$ cat config.mk
export PLATFORM = sky130hd
export DESIGN_NAME = pcg_clock_gen
export DESIGN_NICKNAME = d
export VERILOG_FILES = /design/src/common/pcg_pkg.sv /design/src/core/pcg_clock_gen.sv /design/src/core/pcg_lock_det.sv
export SDC_FILE = /design/constraint.sdc
export NUM_CORES = 1
export LEC_CHECK = 0
export BUFFER_PORTS_ARGS = -buffer_cell sky130_fd_sc_hd__buf_2
export CORE_MARGIN = 5
export CORE_UTILIZATION = 40
export CTS_BUF_LIST = sky130_fd_sc_hd__clkbuf_16
export CTS_CLUSTER_SIZE = 14
export DETAILED_ROUTE_END_ITERATION = 6
export GPL_ROUTABILITY_DRIVEN = 0
export HOLD_SLACK_MARGIN = 0.05
export PLACE_DENSITY = 0.62
export SLEW_MARGIN = 30
export SYNTH_ARGS = -nofsm -noshare
export SYNTH_HDL_FRONTEND = slang
export SYNTH_SLANG_ARGS = --single-unit
$ cat constraint.sdc
create_clock -name clk -period 5.4 [get_ports clk]
set_input_delay 1.08 -clock clk [delete_from_list [all_inputs] [get_ports clk]]
set_output_delay 1.08 -clock clk [all_outputs]
set_load 0.03 [all_outputs]
$ cat src/common/pcg_pkg.sv
package pcg_pkg;

  // register indices on the plain register port
  localparam logic [1:0] ADDR_CTRL = 2'h0;
  localparam logic [1:0] ADDR_BW = 2'h1;
  localparam logic [1:0] ADDR_PROG = 2'h2;

  // pll_control_reg fields
  localparam int CTRL_IE_BIT = 7;
  localparam int CTRL_FLAG_BIT = 6;
  localparam int CTRL_PON_BIT = 5;
  localparam int CTRL_BCS_BIT = 4;
  localparam logic [3:0] CTRL_LOW_READ = 4'hf;

  // bandwidth register fields
  localparam int BW_AUTO_BIT = 7;
  localparam int BW_LOCK_BIT = 6;
  localparam int BW_TRK_BIT = 5;

  // vco_multiplier_program fields and reset
  localparam int PROG_MUL_LSB = 4;
  localparam int PROG_RNG_LSB = 0;
  localparam logic [7:0] PROG_RESET = 8'h66;
  localparam logic [3:0] FIELD_ZERO = 4'h0;
  localparam logic [3:0] FIELD_ONE = 4'h1;

  // control reset values
  localparam logic CTRL_PON_RESET = 1'b1;
  localparam logic CTRL_BCS_RESET = 1'b0;

  // source edges waited for during a clock switch
  localparam logic [1:0] SWITCH_EDGES = 2'h3;

  // lock detector defaults
  localparam int DET_REF_WINDOW = 16;
  localparam int DET_LOCK_TOL = 2;
  localparam int DET_UNLOCK_TOL = 4;
  localparam int DET_TRACK_TOL = 4;
  localparam int DET_UNTRACK_TOL = 8;

  typedef struct packed {
    logic [1:0] addr;
    logic [7:0] wdata;
    logic wr;
    logic rd;
  } pcg_bus_req_t;

  typedef enum logic [1:0] {
    SW_RUN = 2'b01,
    SW_WAIT = 2'b10
  } pcg_sw_state_t;

endpackage : pcg_pkg

$ cat src/core/pcg_clock_gen.sv
// Functional notes
// - auto mode: tracking bit read-only, writes ignored
// - auto mode: tracking bit follows tracking tolerances
// - auto mode: lock bit follows lock tolerances
// - enabled interrupt on every lock toggle
// - manual mode: tracking bit is writable control
// - manual mode: lock disabled, no interrupts
// - upper program nibble is vco multiplier
// - lower program nibble is range multiplier
// - multiplier zero behaves as one
// - range zero disables pll, forces crystal
// - switch waits three edges each, output held
// - switched clock divided by two
// - no vco select while pll off
// - no pll off while vco selected
// - power and select change together only on a write that clears power and sets select
// - oscillator enable gates oscillator and pll
// - base clock is half of selected source
// - interrupt comes from lock detector logic
// - select bit picks crystal or vco path
// - select one vco, zero crystal
// - control register read clears lock-change flag
// - program register read-only while pll on
// - reset sets pll power-on bit
`timescale 1ns/1ps
`default_nettype none
module pcg_clock_gen (
  input wire logic clk, // 250 MHz system clock
  input wire logic rst_n, // synchronous reset, low
  input wire pcg_pkg::pcg_bus_req_t bus_req, // register port request
  output logic [7:0] rdata, // read data, cycle after the read strobe
  input wire logic crystal_clock, // crystal oscillator clock, asynchronous
  input wire logic vco_clock, // vco clock, asynchronous
  input wire logic osc_enable_in, // oscillator enable from integration unit
  output logic base_clock_out, // half of the selected source
  output logic lock_change_irq, // interrupt request, high level
  output logic osc_run_en, // crystal oscillator enable
  output logic pll_run_en, // pll and vco enable
  output logic loop_track_mode, // loop filter in tracking mode
  output logic [3:0] vco_mult, // effective feedback multiplier
  output logic [3:0] vco_range // range multiplier to the vco
);

  ////////////////////////////////////////////////////////////////////////////
  // input synchronisers and edge detect

  logic [2:0] xs_q, vs_q;
  // the enable is a level, not an edge, so two flops are enough for it
  logic [1:0] es_q;

  always_ff @(posedge clk) begin
    if (!rst_n) begin
      xs_q <= 3'h0;
      vs_q <= 3'h0;
      es_q <= 2'h0;
    end else begin
      xs_q <= {xs_q[1:0], crystal_clock};
      vs_q <= {vs_q[1:0], vco_clock};
      es_q <= {es_q[0], osc_enable_in};
    end
  end

  wire logic osc_en_s = es_q[1];
  // sampled sources must stay below half of clk; edges are seen late, not lost
  wire logic xtal_edge = osc_en_s && xs_q[1] && !xs_q[2];
  wire logic vco_edge_raw = vs_q[1] && !vs_q[2];

  ////////////////////////////////////////////////////////////////////////////
  // register state

  logic ie_q, flag_q, pon_q, bcs_q, auto_q, man_trk_q, lock_prev_q;
  logic [7:0] prog_q;
  logic [7:0] rdata_q;

  wire logic [3:0] mul_field = prog_q[pcg_pkg::PROG_MUL_LSB +: 4];
  wire logic [3:0] rng_field = prog_q[pcg_pkg::PROG_RNG_LSB +: 4];
  wire logic [3:0] mul_eff = (mul_field == pcg_pkg::FIELD_ZERO) ?
      pcg_pkg::FIELD_ONE : mul_field;
  wire logic rng_zero = (rng_field == pcg_pkg::FIELD_ZERO);
  wire logic pll_active = pon_q && !rng_zero && osc_en_s;
  wire logic vco_edge = pll_active && vco_edge_raw;

  wire logic wr_ctrl = bus_req.wr && (bus_req.addr == pcg_pkg::ADDR_CTRL);
  wire logic wr_bw = bus_req.wr && (bus_req.addr == pcg_pkg::ADDR_BW);
  wire logic wr_prog = bus_req.wr && (bus_req.addr == pcg_pkg::ADDR_PROG);
  wire logic rd_ctrl = bus_req.rd && (bus_req.addr == pcg_pkg::ADDR_CTRL);

  wire logic w_pon = bus_req.wdata[pcg_pkg::CTRL_PON_BIT];
  wire logic w_bcs = bus_req.wdata[pcg_pkg::CTRL_BCS_BIT];

  ////////////////////////////////////////////////////////////////////////////
  // lock detector

  logic det_lock, det_track;

  pcg_lock_det u_det (
    .clk(clk),
    .rst_n(rst_n),
    .enable(pll_active),
    .xtal_edge(xtal_edge),
    .vco_edge(vco_edge),
    .mult(mul_eff),
    .lock(det_lock),
    .track(det_track)
  );

  wire logic lock_vis = auto_q && det_lock;
  wire logic trk_vis = auto_q ? det_track : man_trk_q;
  wire logic lock_toggle = auto_q && (det_lock != lock_prev_q);

  ////////////////////////////////////////////////////////////////////////////
  // control and status updates

  // each write is judged against the bits as they stand, so a write that
  // tries to power up and select, or deselect and power down, loses the dependent change
  wire logic pon_d = (wr_ctrl && !bcs_q) ? w_pon : pon_q;
  wire logic bcs_set_ok = pon_q && !rng_zero;
  wire logic bcs_w = wr_ctrl ? (w_bcs && bcs_set_ok) : bcs_q;
  wire logic bcs_d = bcs_w && !rng_zero;
  wire logic ie_d = !auto_q ? 1'b0 :
      (wr_ctrl ? bus_req.wdata[pcg_pkg::CTRL_IE_BIT] : ie_q);
  // a toggle in the same cycle as the clearing read wins
  wire logic flag_d = !auto_q ? 1'b0 :
      (lock_toggle ? 1'b1 : (rd_ctrl ? 1'b0 : flag_q));
  wire logic man_trk_d = (wr_bw && !auto_q) ?
      bus_req.wdata[pcg_pkg::BW_TRK_BIT] : man_trk_q;
  wire logic [7:0] prog_d = (wr_prog && !pon_q) ? bus_req.wdata : prog_q;

  always_ff @(posedge clk) begin
    if (!rst_n) begin
      ie_q <= 1'b0;
      flag_q <= 1'b0;
      pon_q <= pcg_pkg::CTRL_PON_RESET;
      bcs_q <= pcg_pkg::CTRL_BCS_RESET;
      auto_q <= 1'b0;
      man_trk_q <= 1'b0;
      lock_prev_q <= 1'b0;
      prog_q <= pcg_pkg::PROG_RESET;
    end else begin
      ie_q <= ie_d;
      flag_q <= flag_d;
      pon_q <= pon_d;
      bcs_q <= bcs_d;
      auto_q <= wr_bw ? bus_req.wdata[pcg_pkg::BW_AUTO_BIT] : auto_q;
      man_trk_q <= man_trk_d;
      lock_prev_q <= det_lock;
      prog_q <= prog_d;
    end
  end

  ////////////////////////////////////////////////////////////////////////////
  // read path

  wire logic [7:0] ctrl_view = {ie_q && auto_q, flag_q && auto_q, pon_q, bcs_q,
      pcg_pkg::CTRL_LOW_READ};
  wire logic [7:0] bw_view = {auto_q, lock_vis, trk_vis, 5'h00};
  wire logic [7:0] rd_mux = (bus_req.addr == pcg_pkg::ADDR_CTRL) ? ctrl_view :
      (bus_req.addr == pcg_pkg::ADDR_BW) ? bw_view :
      (bus_req.addr == pcg_pkg::ADDR_PROG) ? prog_q : 8'h00;

  always_ff @(posedge clk) begin
    if (!rst_n) rdata_q <= 8'h00;
    else rdata_q <= bus_req.rd ? rd_mux : 8'h00;
  end

  ////////////////////////////////////////////////////////////////////////////
  // transition controller and divider

  pcg_pkg::pcg_sw_state_t sw_q, sw_d;
  logic src_q, src_d, base_q, base_d;
  logic [1:0] xcnt_q, vcnt_q;

  wire logic xcnt_done = (xcnt_q == pcg_pkg::SWITCH_EDGES);
  // a stopped vco cannot deliver edges, so its count is waived then
  wire logic vcnt_done = (vcnt_q == pcg_pkg::SWITCH_EDGES) || !pll_active;
  wire logic src_edge = src_q ? vco_edge : xtal_edge;

  always_comb begin
    sw_d = sw_q;
    src_d = src_q;
    base_d = base_q;
    case (sw_q)
      pcg_pkg::SW_RUN: begin
        if (bcs_q != src_q) sw_d = pcg_pkg::SW_WAIT;
        else if (src_edge) base_d = !base_q;
      end
      pcg_pkg::SW_WAIT: begin
        if (xcnt_done && vcnt_done) begin
          src_d = bcs_q;
          sw_d = pcg_pkg::SW_RUN;
        end
      end
      default: sw_d = pcg_pkg::SW_RUN;
    endcase
  end

  always_ff @(posedge clk) begin
    if (!rst_n) begin
      sw_q <= pcg_pkg::SW_RUN;
      src_q <= 1'b0;
      base_q <= 1'b0;
      xcnt_q <= 2'h0;
      vcnt_q <= 2'h0;
    end else begin
      sw_q <= sw_d;
      src_q <= src_d;
      base_q <= base_d;
      if (sw_q != pcg_pkg::SW_WAIT) begin
        xcnt_q <= 2'h0;
        vcnt_q <= 2'h0;
      end else begin
        if (xtal_edge && !xcnt_done) xcnt_q <= xcnt_q + 2'h1;
        if (vco_edge && vcnt_q != pcg_pkg::SWITCH_EDGES) vcnt_q <= vcnt_q + 2'h1;
      end
    end
  end

  ////////////////////////////////////////////////////////////////////////////
  // registered outputs

  logic irq_q, osc_q, pll_q, trk_q;
  logic [3:0] mul_q, rng_q;

  always_ff @(posedge clk) begin
    if (!rst_n) begin
      irq_q <= 1'b0;
      osc_q <= 1'b0;
      pll_q <= 1'b0;
      trk_q <= 1'b0;
      mul_q <= 4'h0;
      rng_q <= 4'h0;
    end else begin
      irq_q <= auto_q && ie_q && flag_q;
      osc_q <= osc_en_s;
      pll_q <= pll_active;
      trk_q <= trk_vis;
      mul_q <= mul_eff;
      rng_q <= rng_field;
    end
  end

  assign rdata = rdata_q;
  assign base_clock_out = base_q;
  assign lock_change_irq = irq_q;
  assign osc_run_en = osc_q;
  assign pll_run_en = pll_q;
  assign loop_track_mode = trk_q;
  assign vco_mult = mul_q;
  assign vco_range = rng_q;

endmodule : pcg_clock_gen
`default_nettype wire

$ cat src/core/pcg_lock_det.sv
`timescale 1ns/1ps
`default_nettype none
module pcg_lock_det #(
  parameter int REF_WINDOW = pcg_pkg::DET_REF_WINDOW,
  parameter int LOCK_TOL = pcg_pkg::DET_LOCK_TOL,
  parameter int UNLOCK_TOL = pcg_pkg::DET_UNLOCK_TOL,
  parameter int TRACK_TOL = pcg_pkg::DET_TRACK_TOL,
  parameter int UNTRACK_TOL = pcg_pkg::DET_UNTRACK_TOL
) (
  input wire logic clk, // system clock
  input wire logic rst_n, // synchronous reset, low
  input wire logic enable, // pll running
  input wire logic xtal_edge, // crystal rising edge, one cycle
  input wire logic vco_edge, // vco rising edge, one cycle
  input wire logic [3:0] mult, // effective multiplier, never zero
  output logic lock, // frequency within lock band
  output logic track // frequency within tracking band
);

  localparam int CW = 12;

  generate
    if (REF_WINDOW < 2 || REF_WINDOW * 15 >= (1 << CW) - 1) begin : g_bad_win
      $error("pcg_lock_det: REF_WINDOW out of range");
    end
    if (LOCK_TOL > UNLOCK_TOL || TRACK_TOL > UNTRACK_TOL) begin : g_bad_tol
      $error("pcg_lock_det: acquire tolerance wider than release tolerance");
    end
  endgenerate

  logic [CW-1:0] win_q, win_d;
  logic [CW-1:0] vcnt_q, vcnt_d;
  logic lock_q, lock_d, track_q, track_d;

  // compare vco edges against multiplier times crystal edges in one window
  wire logic [CW-1:0] expected = CW'(mult) * CW'(REF_WINDOW);
  wire logic win_end = xtal_edge && (win_q == CW'(REF_WINDOW - 1));
  wire logic [CW-1:0] vcnt_now = vcnt_q + CW'(vco_edge);
  wire logic [CW-1:0] diff = (vcnt_now > expected) ? vcnt_now - expected : expected - vcnt_now;

  always_comb begin
    win_d = win_q;
    vcnt_d = vcnt_q;
    lock_d = lock_q;
    track_d = track_q;
    if (!enable) begin
      win_d = '0;
      vcnt_d = '0;
      lock_d = 1'b0;
      track_d = 1'b0;
    end else if (win_end) begin
      win_d = '0;
      vcnt_d = '0;
      // hysteresis: enter inside the narrow band, leave outside the wide one
      if (diff <= CW'(LOCK_TOL)) lock_d = 1'b1;
      else if (diff > CW'(UNLOCK_TOL)) lock_d = 1'b0;
      if (diff <= CW'(TRACK_TOL)) track_d = 1'b1;
      else if (diff > CW'(UNTRACK_TOL)) track_d = 1'b0;
    end else begin
      win_d = win_q + CW'(xtal_edge);
      if (vcnt_q != {CW{1'b1}}) vcnt_d = vcnt_now;
    end
  end

  always_ff @(posedge clk) begin
    if (!rst_n) begin
      win_q <= '0;
      vcnt_q <= '0;
      lock_q <= 1'b0;
      track_q <= 1'b0;
    end else begin
      win_q <= win_d;
      vcnt_q <= vcnt_d;
      lock_q <= lock_d;
      track_q <= track_d;
    end
  end

  assign lock = lock_q;
  assign track = track_q;

endmodule : pcg_lock_det
`default_nettype wire

==> reports/results.txt <==
final setup vio count: 0
first-pass GRT wire length: 13800 um
register area share after synthesis: 39.5%
die area: 11800 sq um
status: complete, no violations
vias in the first global route: 2854
Nets: 504
Tcrit/Tclk final: 87.0%
share of the synthesized area in the top cell type: 39.5%
Hold Crit Class: reg -> reg
Slew Limit Headroom: 63.8%
gr ovfl total: 0
Ys Warns: 0
Root Driver: clkbuf_16
largest area contributor in the netlist: dfxtp_1
Final Hold Viols: 0
remaining antenna violation count after routing: 0
pre-CTS worst setup slack: 0.553 ns
Max FO, Critical Path: 9
total chip power: 1.20 mW
XOR/XNOR Fraction of Synth Area: 7.37%
critical path required time: 5.68 ns
Clk pwr share: 47.5%
CTS tree: yes
clk_lat worst skew: 0.34 ns
die height: 109 um
Total GRT Usage: 15.0%
ANT cells: 0
Min Clock Period, post-route: 4.70 ns
Util after Layout: 46.0%
critical path class: reg -> reg
Synth async-reset ratio: 0%
share of cells above drive strength 1: 14.7%
leakage: 1.74 nW
Post-CTS Setup Bufs: 0
row cnt: 36
Slew Viols, Final: 0
Gate power share: 4.2%
boundary pin count: 38
power per cell area: 271 nW/um^2
die width: 109 um
peak supply drop: 218 uV
Clock Sink Count: 77
starting DRC count in detailed routing: 239
crit path DAT: 4.98 ns
post-synthesis instance area: 3900 sq um
worst slew pin tran: 0.542 ns
CTS Buf Count: 9
post-synthesis cell count: 444
drt pass-1 iters: 4
Filler Cells Inserted: 971
Net Count, Synth: 478
number of max-cap violations: 0
clk buf depth: 2
post-DR wirelength/cell: 14.2 um
final WL: 8650 um
Synth Flop Type: dfxtp_1
initial antenna violation count: 0
Startpoint Class: flop
setup ws final: 0.701 ns
switching share of power: 24.2%
core box area: 9640 sq um
Synth Register Bits: 77
RSZ-0062 raised after global routing: false
CP endpoint kind: flop
vias: 3171
post-synthesis compound-gate area fraction: 16.8%
H-tree depth reported by CTS: 3
setup TNS: 0 ns
synth unique cells: 59
Post-synth EDFFs: 0
fmax: 213 MHz
fin cells: 608
largest cells by area after synthesis: dfxtp_1 39%, ha_1 5.1%, a21oi_1 4.2%, nand2_1 4.2%, xnor2_1 3.6%
mux cell area share after synthesis: 2.37%
adder-cell share of the synthesized area: 5.64%
P_int: 912 uW
pin count of the biggest net entering global routing: 39
routed vias/inst: 5.22
Worst Skew: 0.0119 ns
Simple-Gate Fraction of Synth Area: 23.7%
initial core utilization: 40.5%
Flop pwr share: 48.3%
clk slew on worst S/H paths: 0.06 ns
mean post-synth cell area: 8.79 sq um
Area growth, synth to finish: 13.6%
dpl cells: 592
port buffer count: 37
largest family of logic cells by synthesized area: simple AND/OR/NAND/NOR gates
Remaining DRCs: 0
Sw Pwr: 291 uW
detailed placement HPWL: 6520 um
[layer usage]
metal	vias to the layer above	part of all wire, %	GRT usage (%)
met2	49	46	22.7
met5	-	0	0
met4	0	0.89	6.31
li1	1611	-	-
met1	1503	49	20.6
met3	8	3.9	3.26
[path summary, 6_finish.rpt]
kind	slack [ns]	from	endpoint	depth (start not counted)
worst max-delay path	0.70	prog_q[3]	u_det.track	18
worst min register to register	0.43	xs_q[0]	xs_q[1]	1
worst min-delay path	0.43	xs_q[0]	xs_q[1]	1
worst max register to register	0.70	prog_q[3]	u_det.track	18
[kinds of logic after synthesis]
kind of cell / after synthesis
XOR/XNOR: 32
adder cells (fa/ha/maj): 17
multiplexers: 9
buffers and inverters: 40
AND/OR/NAND/NOR: 173
AO/OA/AOI/OAI: 96
flip-flops: 77
[synth_stat cells (all sizes together), types with 4 or more instances]
cell,number
dfxtp,77
nand2,44
a21oi,33
nor2,33
and2,22
inv,18
xnor2,17
ha,16
clkbuf,15
xor2,15
nand3,13
o21ai,13
a211oi,9
nor2b,9
buf,7
mux2i,7
nand2b,7
nand4,7
a21boi,6
and3,6
and4,6
a31oi,5
nor3,5
o211ai,5
o21a,4
[final cells by class]
cell class / instances / area [sq um] / share of cell area, %
tap: 133 / 166 / 3.75
clock buffer: 9 / 225 / 5.08
multi-input combinational: 327 / 2190 / 49.4
timing repair buffer: 37 / 185 / 4.18
inverter: 18 / 67.6 / 1.52
sequential: 77 / 1540 / 34.8
clock inverter: 7 / 57.6 / 1.30
[cells in the final DEF, fill, tap and decap left out, types with 15 or more instances in the layout]
cell,instances
ha_1,16
and2_1,22
a21oi_1,33
xnor2_1,16
inv_1,18
nor2_1,33
xor2_1,15
buf_2,37
nand2_1,44
dfxtp_1,77
[worst max-delay path: stages (launching register included)]
cell and delay [ns]:
dfxtp_1 0.37, or4_1 0.16, nand3_1 0.11, nor3b_2 0.39, ha_1 0.24, ha_1 0.30, and3_1 0.34, nand3_1 0.12
xor2_1 0.24, inv_1 0.07, ha_1 0.47, o21ai_0 0.13, a21oi_1 0.25, a31oi_1 0.15, o311a_1 0.33, nor4b_1 0.29
a31oi_1 0.13, o41ai_1 0.43, a21o_1 0.13
[power groups by stage]
stage               Combinational, mW  Clock, mW  Sequential [mW]
floorplan                      0.0250          0            0.601
global placement               0.0502          0            0.594
detailed placement             0.0502          0            0.594
CTS                            0.0504      0.587            0.581
global route                   0.0551      0.606            0.582
finish                         0.0502      0.572            0.581
[through the flow]
step / area [sq um] / hold WS (ns)
2_1_floorplan: 3900 / 0.412
3_3_place_gp: 4140 / 0.414
3_5_place_dp: 4140 / 0.419
4_1_cts: 4430 / 0.434
5_1_grt: 4430 / 0.451
6_report: 4430 / 0.433
[state kept, by name (all words and copies together), names as in the netlist, 3 cells and up]
name,cells
xs_q,3
u_det.win_q,12
vco_range,4
vco_mult,4
prog_q,8
vs_q,3
u_det.vcnt_q,12
rdata,8
[what timing repair did]
| action | 4_1_cts | 5_1_grt |
|---|---|---|
| gates resized for setup | 0 | 1 |
| endpoints found under the setup margin | 0 | 2 |
| hold endpoints to repair | 0 | 0 |
| hold buffers | 0 | 0 |
(Power assumes the default switching activity.)
